**src/inc/rtc_host_pkg.sv**
```systemverilog
// Purpose: constants and types for the serial host that drives the clock chip
// Assumes: 200 MHz system clock, 400 kHz serial clock
// Notes: identifier value is arbitrary, set it to the fitted part
//
// Notes on behaviour
// - every byte on the line is shifted most significant bit first
// - data line changes only while clock is low, except start and stop
// - each transaction ends with a stop; device then goes to standby
// - sender releases data after bit eight; receiver pulls low on ninth clock
// - host acknowledges each read byte when it wants another
// - last bit of the first byte: one reads, zero writes
// - one word-address byte follows the identifier and selects the location
// - host sends the same identifier in dummy write and read phases
// - write is start, identifier, address, one data byte, stop
// - read is start, id write, address, repeated start, id read
// - device sends bytes while host acknowledges; host ends with stop
package rtc_host_pkg;
  // ---------------------------------------------------------------
  // timing
  // ---------------------------------------------------------------
  localparam int CLK_MHZ = 200;
  localparam int SCL_KHZ = 400;
  localparam int QUARTER_CYCLES = (CLK_MHZ * 1000) / (SCL_KHZ * 4);
  localparam int PWRUP_NS = 1000;
  localparam int PWRUP_CYCLES = (PWRUP_NS * CLK_MHZ + 999) / 1000;
  localparam int QCNT_W = 8;
  localparam int PWR_W = 10;
  localparam logic [QCNT_W-1:0] QCNT_LAST = QCNT_W'(QUARTER_CYCLES - 1);
  localparam logic [PWR_W-1:0] PWR_LAST = PWR_W'(PWRUP_CYCLES - 1);
  // ---------------------------------------------------------------
  // framing
  // ---------------------------------------------------------------
  localparam logic [6:0] DEV_ID = 7'h2A; // arbitrary value
  localparam logic RW_READ = 1'h1;
  localparam logic RW_WRITE = 1'h0;
  localparam logic [3:0] ACK_BIT = 4'h8;
  localparam logic [1:0] PH_LAST = 2'h3;
  localparam logic [1:0] PH_SAMPLE = 2'h2;
  localparam int FIFO_DEPTH = 8;
  localparam int DATA_W = 8;
  typedef enum logic [2:0] {K_IDW, K_WORD, K_WDATA, K_IDR, K_RDATA} kind_t;
  typedef enum logic [2:0] {ST_PWRUP, ST_IDLE, ST_START, ST_BYTE, ST_STOP} state_t;
endpackage

```
**src/inc/stream_if.sv**
```systemverilog
// Purpose: valid/ready byte stream between host engine and read buffer
// Assumes: one clock domain
// Notes: source holds data while valid and not ready
`timescale 1ns/10ps
`default_nettype none
interface stream_if #(parameter int W = 8);
  logic [W-1:0] data;
  logic valid;
  logic ready;
  modport src (output data, output valid, input ready);
  modport snk (input data, input valid, output ready);
endinterface
`default_nettype wire

```
**src/logic/rtc_serial_host.sv**
```systemverilog
// Purpose: two-wire bus host doing byte writes and random sequential reads
// Assumes: one slave, push-pull clock, open-drain data with external pull-up
// Notes: read bytes land in an 8-deep FIFO; a full FIFO stretches the clock
`timescale 1ns/10ps
`default_nettype none
module rtc_serial_host (
  // clock and reset
  input wire logic CLOCK,
  input wire logic RST_B,
  // serial pins
  output logic SCL_OUT,
  input wire logic SDA_IN,
  output logic SDA_OUT,
  output logic SDA_OE,
  // command
  input wire logic CMD_VALID,
  output logic CMD_READY,
  input wire logic CMD_READ,
  input wire logic [7:0] CMD_WORD,
  input wire logic [7:0] CMD_WDATA,
  input wire logic [7:0] CMD_COUNT,
  // status
  output logic DONE,
  output logic NACK,
  // read data
  output logic RD_VALID,
  input wire logic RD_READY,
  output logic [rtc_host_pkg::DATA_W-1:0] RD_DATA
);
  import rtc_host_pkg::*;

  state_t state_ff, nxt_state;
  kind_t kind_ff, nxt_kind;
  logic [1:0] phase_ff, nxt_phase;
  logic [3:0] bit_ff, nxt_bit;
  logic [7:0] shift_ff, nxt_shift, left_ff, nxt_left;
  logic [7:0] word_ff, nxt_word, wdata_ff, nxt_wdata;
  logic read_ff, nxt_read, ack_bad_ff, nxt_ack_bad;
  logic scl_ff, nxt_scl, sda_oe_ff, nxt_sda_oe;
  logic done_ff, nxt_done, nack_ff, nxt_nack, cmd_ready_ff, nxt_cmd_ready;
  logic [PWR_W-1:0] pwr_ff, nxt_pwr;
  logic [QCNT_W-1:0] qcnt_ff;
  logic tick_ff, sda_meta_ff, sda_s_ff, stall;

  stream_if #(.W(DATA_W)) push_if ();

  // ---------------------------------------------------------------
  // read buffer
  // ---------------------------------------------------------------
  byte_fifo #(.W(DATA_W), .D(FIFO_DEPTH)) u_fifo (
    .clk(CLOCK),
    .rst_b(RST_B),
    .push(push_if),
    .out_valid(RD_VALID),
    .out_ready(RD_READY),
    .out_data(RD_DATA)
  );

  // ---------------------------------------------------------------
  // quarter-period divider and input synchroniser
  // ---------------------------------------------------------------
  always_ff @(posedge CLOCK) begin
    if (!RST_B) begin
      qcnt_ff <= '0;
      tick_ff <= 1'b0;
      sda_meta_ff <= 1'b1;
      sda_s_ff <= 1'b1;
    end else begin
      qcnt_ff <= (qcnt_ff == QCNT_LAST) ? '0 : QCNT_W'(qcnt_ff + 1'b1);
      tick_ff <= (qcnt_ff == QCNT_LAST);
      sda_meta_ff <= SDA_IN;
      sda_s_ff <= sda_meta_ff;
    end
  end

  // value put on the data line for a bit of a byte; 1 means pull low
  function automatic logic pull_low(kind_t k, logic [3:0] b, logic [7:0] s, logic [7:0] l);
    logic r;
    r = 1'b0;
    if (b == ACK_BIT) begin
      r = (k == K_RDATA) && (l > 8'h01);
    end else if (k != K_RDATA) begin
      r = !s[7];
    end
    return r;
  endfunction

  // a full buffer holds the clock low before the next read byte
  assign stall = (kind_ff == K_RDATA) && (bit_ff == 4'h0) && (phase_ff == 2'h0) && !push_if.ready;
  assign push_if.data = shift_ff;

  // ---------------------------------------------------------------
  // transaction sequencer
  // ---------------------------------------------------------------
  always_comb begin
    nxt_state = state_ff;
    nxt_kind = kind_ff;
    nxt_phase = phase_ff;
    nxt_bit = bit_ff;
    nxt_shift = shift_ff;
    nxt_left = left_ff;
    nxt_word = word_ff;
    nxt_wdata = wdata_ff;
    nxt_read = read_ff;
    nxt_ack_bad = ack_bad_ff;
    nxt_scl = scl_ff;
    nxt_sda_oe = sda_oe_ff;
    nxt_done = 1'b0;
    nxt_nack = nack_ff;
    nxt_pwr = pwr_ff;
    push_if.valid = 1'b0;
    unique case (state_ff)
      ST_PWRUP: begin
        // wait out the device power-up before the first start
        if (pwr_ff == PWR_LAST) begin
          nxt_state = ST_IDLE;
        end else begin
          nxt_pwr = PWR_W'(pwr_ff + 1'b1);
        end
      end
      ST_IDLE: begin
        if (CMD_VALID && cmd_ready_ff) begin
          nxt_read = CMD_READ;
          nxt_word = CMD_WORD;
          nxt_wdata = CMD_WDATA;
          nxt_left = (CMD_COUNT == 8'h00) ? 8'h01 : CMD_COUNT;
          nxt_kind = K_IDW;
          nxt_phase = 2'h0;
          nxt_nack = 1'b0;
          nxt_state = ST_START;
        end
      end
      ST_START: begin
        // low-release, high-release, high-low, then into the first bit
        if (tick_ff) begin
          nxt_phase = 2'(phase_ff + 1'b1);
          nxt_scl = (nxt_phase != 2'h0);
          nxt_sda_oe = (nxt_phase >= PH_SAMPLE);
          if (phase_ff == PH_LAST) begin
            nxt_state = ST_BYTE;
            nxt_bit = 4'h0;
            nxt_scl = 1'b0;
            nxt_shift = (kind_ff == K_IDR) ? {DEV_ID, RW_READ} : {DEV_ID, RW_WRITE};
            nxt_sda_oe = pull_low(kind_ff, 4'h0, nxt_shift, left_ff);
          end
        end
      end
      ST_BYTE: begin
        if (tick_ff && !stall) begin
          nxt_phase = 2'(phase_ff + 1'b1);
          nxt_scl = nxt_phase[1]; // low in quarters 0 and 1, high in 2 and 3, data set in low half
          if (phase_ff == PH_SAMPLE) begin
            if (kind_ff == K_RDATA && bit_ff != ACK_BIT) begin
              nxt_shift = {shift_ff[6:0], sda_s_ff};
            end
            if (kind_ff != K_RDATA && bit_ff == ACK_BIT) begin
              nxt_ack_bad = sda_s_ff;
            end
          end
          if (phase_ff == PH_LAST) begin
            nxt_bit = 4'(bit_ff + 1'b1);
            if (kind_ff != K_RDATA && bit_ff != ACK_BIT) begin
              nxt_shift = {shift_ff[6:0], 1'b0};
            end
            if (bit_ff == ACK_BIT) begin
              nxt_bit = 4'h0;
              if (kind_ff != K_RDATA && ack_bad_ff) begin
                nxt_nack = 1'b1;
                nxt_state = ST_STOP;
              end else begin
                unique case (kind_ff)
                  K_IDW: begin
                    nxt_kind = K_WORD;
                    nxt_shift = word_ff;
                  end
                  K_WORD: begin
                    if (read_ff) begin
                      nxt_kind = K_IDR;
                      nxt_state = ST_START;
                    end else begin
                      nxt_kind = K_WDATA;
                      nxt_shift = wdata_ff;
                    end
                  end
                  K_WDATA: nxt_state = ST_STOP;
                  K_IDR: nxt_kind = K_RDATA;
                  K_RDATA: begin
                    push_if.valid = 1'b1;
                    if (left_ff > 8'h01) begin
                      nxt_left = 8'(left_ff - 1'b1);
                    end else begin
                      nxt_state = ST_STOP;
                    end
                  end
                endcase
              end
            end
            if (nxt_state == ST_BYTE) begin
              nxt_sda_oe = pull_low(nxt_kind, nxt_bit, nxt_shift, nxt_left);
            end else begin
              nxt_sda_oe = (nxt_state == ST_STOP); // restart releases, stop pulls low
            end
          end
        end
      end
      ST_STOP: begin
        // low-low, high-low, high-release, then idle
        if (tick_ff) begin
          nxt_phase = 2'(phase_ff + 1'b1);
          nxt_scl = 1'b1;
          nxt_sda_oe = (nxt_phase == 2'h1);
          if (phase_ff == PH_LAST) begin
            nxt_state = ST_IDLE;
            nxt_done = 1'b1;
          end
        end
      end
    endcase
    nxt_cmd_ready = (nxt_state == ST_IDLE) && !(state_ff == ST_IDLE && CMD_VALID && cmd_ready_ff);
  end

  // sequencer registers
  always_ff @(posedge CLOCK) begin
    if (!RST_B) begin
      state_ff <= ST_PWRUP;
      kind_ff <= K_IDW;
      phase_ff <= 2'h0;
      bit_ff <= 4'h0;
      shift_ff <= 8'h00;
      left_ff <= 8'h01;
      word_ff <= 8'h00;
      wdata_ff <= 8'h00;
      read_ff <= 1'b0;
      ack_bad_ff <= 1'b0;
      scl_ff <= 1'b1;
      sda_oe_ff <= 1'b0;
      done_ff <= 1'b0;
      nack_ff <= 1'b0;
      cmd_ready_ff <= 1'b0;
      pwr_ff <= '0;
    end else begin
      state_ff <= nxt_state;
      kind_ff <= nxt_kind;
      phase_ff <= nxt_phase;
      bit_ff <= nxt_bit;
      shift_ff <= nxt_shift;
      left_ff <= nxt_left;
      word_ff <= nxt_word;
      wdata_ff <= nxt_wdata;
      read_ff <= nxt_read;
      ack_bad_ff <= nxt_ack_bad;
      scl_ff <= nxt_scl;
      sda_oe_ff <= nxt_sda_oe;
      done_ff <= nxt_done;
      nack_ff <= nxt_nack;
      cmd_ready_ff <= nxt_cmd_ready;
      pwr_ff <= nxt_pwr;
    end
  end

  // pin and status outputs
  assign SCL_OUT = scl_ff;
  assign SDA_OE = sda_oe_ff;
  assign SDA_OUT = 1'b0; // open drain: only ever pulls low
  assign DONE = done_ff;
  assign NACK = nack_ff;
  assign CMD_READY = cmd_ready_ff;
endmodule
`default_nettype wire

```
**src/logic/byte_fifo.sv**
```systemverilog
// Purpose: flip-flop FIFO for read bytes
// Assumes: push and pop on the same clock
// Notes: ready drops when full, stalling the serial engine
`timescale 1ns/10ps
`default_nettype none
module byte_fifo #(
  parameter int W = 8,
  parameter int D = 8
) (
  // clock and reset
  input wire logic clk,
  input wire logic rst_b,
  // filling side
  stream_if.snk push,
  // draining side
  output logic out_valid,
  input wire logic out_ready,
  output logic [W-1:0] out_data
);
  localparam int AW = $clog2(D);
  logic [W-1:0] mem_ff [D];
  logic [AW-1:0] wr_ptr_ff, nxt_wr_ptr, rd_ptr_ff, nxt_rd_ptr;
  logic [AW:0] count_ff, nxt_count;
  logic [W-1:0] head_ff, nxt_head;
  logic valid_ff, nxt_valid;
  logic do_push, do_pop;

  // full from the fill count; head and valid leave from flops
  assign push.ready = (count_ff != (AW+1)'(D));
  assign out_valid = valid_ff;
  assign out_data = head_ff;
  assign do_push = push.valid && push.ready;
  assign do_pop = out_valid && out_ready;

  // pointer and count update
  always_comb begin
    nxt_wr_ptr = wr_ptr_ff;
    nxt_rd_ptr = rd_ptr_ff;
    nxt_count = count_ff;
    if (do_push) begin
      nxt_wr_ptr = (wr_ptr_ff == AW'(D - 1)) ? '0 : AW'(wr_ptr_ff + 1'b1);
    end
    if (do_pop) begin
      nxt_rd_ptr = (rd_ptr_ff == AW'(D - 1)) ? '0 : AW'(rd_ptr_ff + 1'b1);
    end
    if (do_push && !do_pop) begin
      nxt_count = (AW+1)'(count_ff + 1'b1);
    end else if (do_pop && !do_push) begin
      nxt_count = (AW+1)'(count_ff - 1'b1);
    end
    nxt_valid = (nxt_count != '0);
    // a push into the slot that becomes head bypasses the array
    nxt_head = (do_push && (wr_ptr_ff == nxt_rd_ptr)) ? push.data : mem_ff[nxt_rd_ptr];
  end

  // state registers
  always_ff @(posedge clk) begin
    if (!rst_b) begin
      wr_ptr_ff <= '0;
      rd_ptr_ff <= '0;
      count_ff <= '0;
      head_ff <= '0;
      valid_ff <= 1'b0;
    end else begin
      wr_ptr_ff <= nxt_wr_ptr;
      rd_ptr_ff <= nxt_rd_ptr;
      count_ff <= nxt_count;
      head_ff <= nxt_head;
      valid_ff <= nxt_valid;
    end
  end

  // storage, written only on accepted push
  always_ff @(posedge clk) begin
    if (do_push) begin
      mem_ff[wr_ptr_ff] <= push.data;
    end
  end
endmodule
`default_nettype wire

```
**config.mk**
```make
export PLATFORM = sky130hd
export DESIGN_NAME = rtc_serial_host
export DESIGN_NICKNAME = d
export VERILOG_FILES = /design/src/inc/rtc_host_pkg.sv /design/src/inc/stream_if.sv /design/src/logic/rtc_serial_host.sv /design/src/logic/byte_fifo.sv
export SDC_FILE = /design/constraint.sdc
export NUM_CORES = 1
export LEC_CHECK = 0
export BUFFER_PORTS_ARGS = -buffer_cell sky130_fd_sc_hd__buf_2
export CAP_MARGIN = 20
export CORE_MARGIN = 1.5
export CORE_UTILIZATION = 45
export CTS_CLUSTER_DIAMETER = 40
export DETAILED_ROUTE_END_ITERATION = 16
export GPL_TIMING_DRIVEN = 0
export PLACE_DENSITY = 0.69
export SLEW_MARGIN = 5
export SYNTH_ARGS = -nofsm -noshare
export SYNTH_HDL_FRONTEND = slang
export SYNTH_SLANG_ARGS = --single-unit
```
**constraint.sdc**
```tcl
create_clock -name CLOCK -period 7.1 [get_ports CLOCK]
set_input_delay 1.42 -clock CLOCK [delete_from_list [all_inputs] [get_ports CLOCK]]
set_output_delay 1.42 -clock CLOCK [all_outputs]
set_load 0.01 [all_outputs]
```
==> reports/results.ini <==
[clock_network]
clockRootBuffer = clkbuf_16
hold_buffers = 0
cts_resized = 0
clk_path_buf_depth = 2
cts_made_buffers = 17
clock_sinks = 155
clk_latency_ns = 0.44
post-cts-setup-buffers = 0
htreeDepth = 4
cts_tree = yes
path_clk_slew_ns = 0.07

[worst_setup_path]
path_max_fanout = 10
worstSetupEndpointType = flop
max_stage_delay_ns = 0.66
crit_type = in -> reg
path_cells = buf_2, nand2_2, mux2i_2, clkbuf_1, mux4_2, mux2i_1, a211oi_1
cp_top_family = multiplexers
critPathBufInv = 2
arrival_ns = 3.58
critPathLaunchType = input pin
slowest_stage = mux2i_2
required_ns = 7.39

[sta]
fin_skew_ns = 0.01044
final_hold_viol_count = 0
slew_headroom = 0.4319
tns_ns = 0
setup-violations-final = 0
whs_ns = 0.4200
tightest_slew_ns = 0.8456
maxSlewViolCount = 0
fin_crit_ns = 3.293
finalCritPeriodShare = 0.4638
timing.fmax_ghz = 0.3037
rsz0062_at_grt = false

[placement]
gp_congestion = 0.8680
port_buffers = 43
hpwl_mm = 11.82
dpl-instance-area_sq_um = 7953

[finish]
num_antenna_cells = 0
utilization = 0.5365
layout-drive-gt1-share = 0.1615
final_cell_area_sq_um = 8584
nNetsFinal = 846
syn_to_final_growth_pct = 15.60

[yosys]
ys_ff_latch = 155
synth_top_cell_area_share = 0.2588
yosysUniqueCellTypes = 72
avgSynthCellArea_sq_um = 10.16
ys_warn_count = 0
ys_async_sr_fraction = 0
synth_seq_area_share = 0.5041
synth_top_area_cell = edfxtp_1
synthCells = 731
ys_top_cells_by_area = edfxtp_1 (26%), dfxtp_1 (25%), mux4_2 (4.9%)
synth_ff_type = dfxtp_1
mappedNetlistNets = 779
synth_edf_count = 64
synthesis.area_sq_um = 7426

[drt]
vias_per_cell = 5.522
drtIter0Drc = 370
first_pass_iters = 6
vias = 5671
routed_wl_mm = 16.92
wire_per_inst_um = 16.48
drc = 0
antenna_left = 0

[global_route]
grt_max_degree = 20
first_global_vias = 5293
grt_pass1_wl_mm = 27.48
track_usage = 0.2018
grt_overflow_total = 0
antenna_found_initial = 0

[power_and_ir_drop]
p_leak_nw = 3.213
finalPower_mw = 2.057
p_per_area_nw_per_um2 = 239.7
ir_drop_v = 0.0001689

[die]
die_w_um = 131.5
dieHeight_um = 131.5
die-area_sq_um = 17280
row_count = 46
pin_count = 45
initial_core_util = 0.4641
coreArea_sq_um = 16000

[worst_hold_path]
min_path_type = reg -> reg

[run_status]
status = complete, no violations

[run]
drv_cap = 0

[stage by stage]
step           setup slack [ns]  cells
6_report                  3.807   1027
3_5_place_dp              3.333    995
5_1_grt                   3.650   1027
4_1_cts                   3.776   1027
2_1_floorplan             3.879    731
3_3_place_gp              3.372    990
[report_power, final]
part / total, mW / switching (mW) / leakage (nW) / internal, mW
combinational: 0.180 / 0.0915 / 1.64 / 0.0881
clock: 0.921 / 0.439 / 0.302 / 0.482
sequential: 0.957 / 0.0174 / 1.27 / 0.940
[layer usage]
metal | part of all wire | vias up | track usage
met2 | 0.48 | 173 | 0.3310
met5 | 0 | - | 0
met1 | 0.46 | 2666 | 0.2626
met4 | 0.015 | 0 | 0.05864
met3 | 0.049 | 24 | 0.05324
li1 | - | 2808 | -
[cells in the final DEF (no fill, tap or decap), types with 18 or more instances in the layout]
cell,instances
nor2_1,92
dfxtp_1,91
nand2_1,68
edfxtp_1,64
buf_2,56
a21oi_1,50
clkbuf_1,26
mux2i_1,26
inv_1,19
nand3_1,19
ha_1,18
[layout make-up]
cell class                      instances  area, sq um
Multi-Input combinational cell        514         3426
Sequential cell                       155         3744
Timing Repair Buffer                   48        250.2
Buffer                                 42        187.7
Fill cell                            1472         7416
Clock inverter                         15        206.4
Clock buffer                           17        425.4
Inverter                               20        75.07
Tap cell                              216        270.3
[worst register-to-register path, cell delays in order, from the launching register on]
cell and delay, ns:
dfxtp_1 0.32, buf_2 0.23, nor2b_1 0.44, and2_0 0.19, clkbuf_1 0.20, nand4_1 0.30
inv_1 0.12, nand2_1 0.11, nor3_1 0.67, buf_4 0.28
[synthesized netlist by cell type (all sizes together), types with 17 or more instances]
library cell	instances
nor2	93
dfxtp	91
nand2	69
edfxtp	64
a21oi	51
mux2i	27
clkbuf	26
inv	20
nand3	19
ha	18
a211oi	17
nor3	17
o21ai	17
[worst paths after layout]
check	from	end	slack (ns)	cells after the start
hold reg to reg	sda_meta_ff$_SDFF_PN1_	sda_s_ff$_SDFF_PN1_	0.42	1
setup reg to reg	state_ff[0]$_SDFF_PN0_	u_fifo.mem_ff[4][4]$_DFFE_PP_	3.99	9
hold / removal	sda_meta_ff$_SDFF_PN1_	sda_s_ff$_SDFF_PN1_	0.42	1
setup / recovery	RD_READY	u_fifo.out_data[4]$_SDFF_PN0_	3.81	7
[kinds of logic after synthesis]
kind of cell | Yosys count | synth area share
AND/OR/NAND/NOR | 279 | 0.1843
flip-flops | 155 | 0.5041
AO/OA/AOI/OAI | 149 | 0.1306
buffers and inverters | 62 | 0.03538
multiplexers | 46 | 0.08997
XOR/XNOR | 21 | 0.02477
adder cells (fa/ha/maj) | 18 | 0.03033
other | 1 | 0.0005050
[registers in the layout (all words and copies together), names as in the netlist, 2 cells and up]
name / flops
word_ff: 8
pwr_ff: 10
qcnt_ff: 8
wdata_ff: 8
push_if.data: 8
phase_ff: 2
u_fifo.mem_ff: 64
u_fifo.out_data: 8
bit_ff: 4
u_fifo.rd_ptr_ff: 3
state_ff: 3
u_fifo.wr_ptr_ff: 3
kind_ff: 3
u_fifo.count_ff: 4
left_ff: 8
No activity file was read; power rests on OpenSTA's default activity.
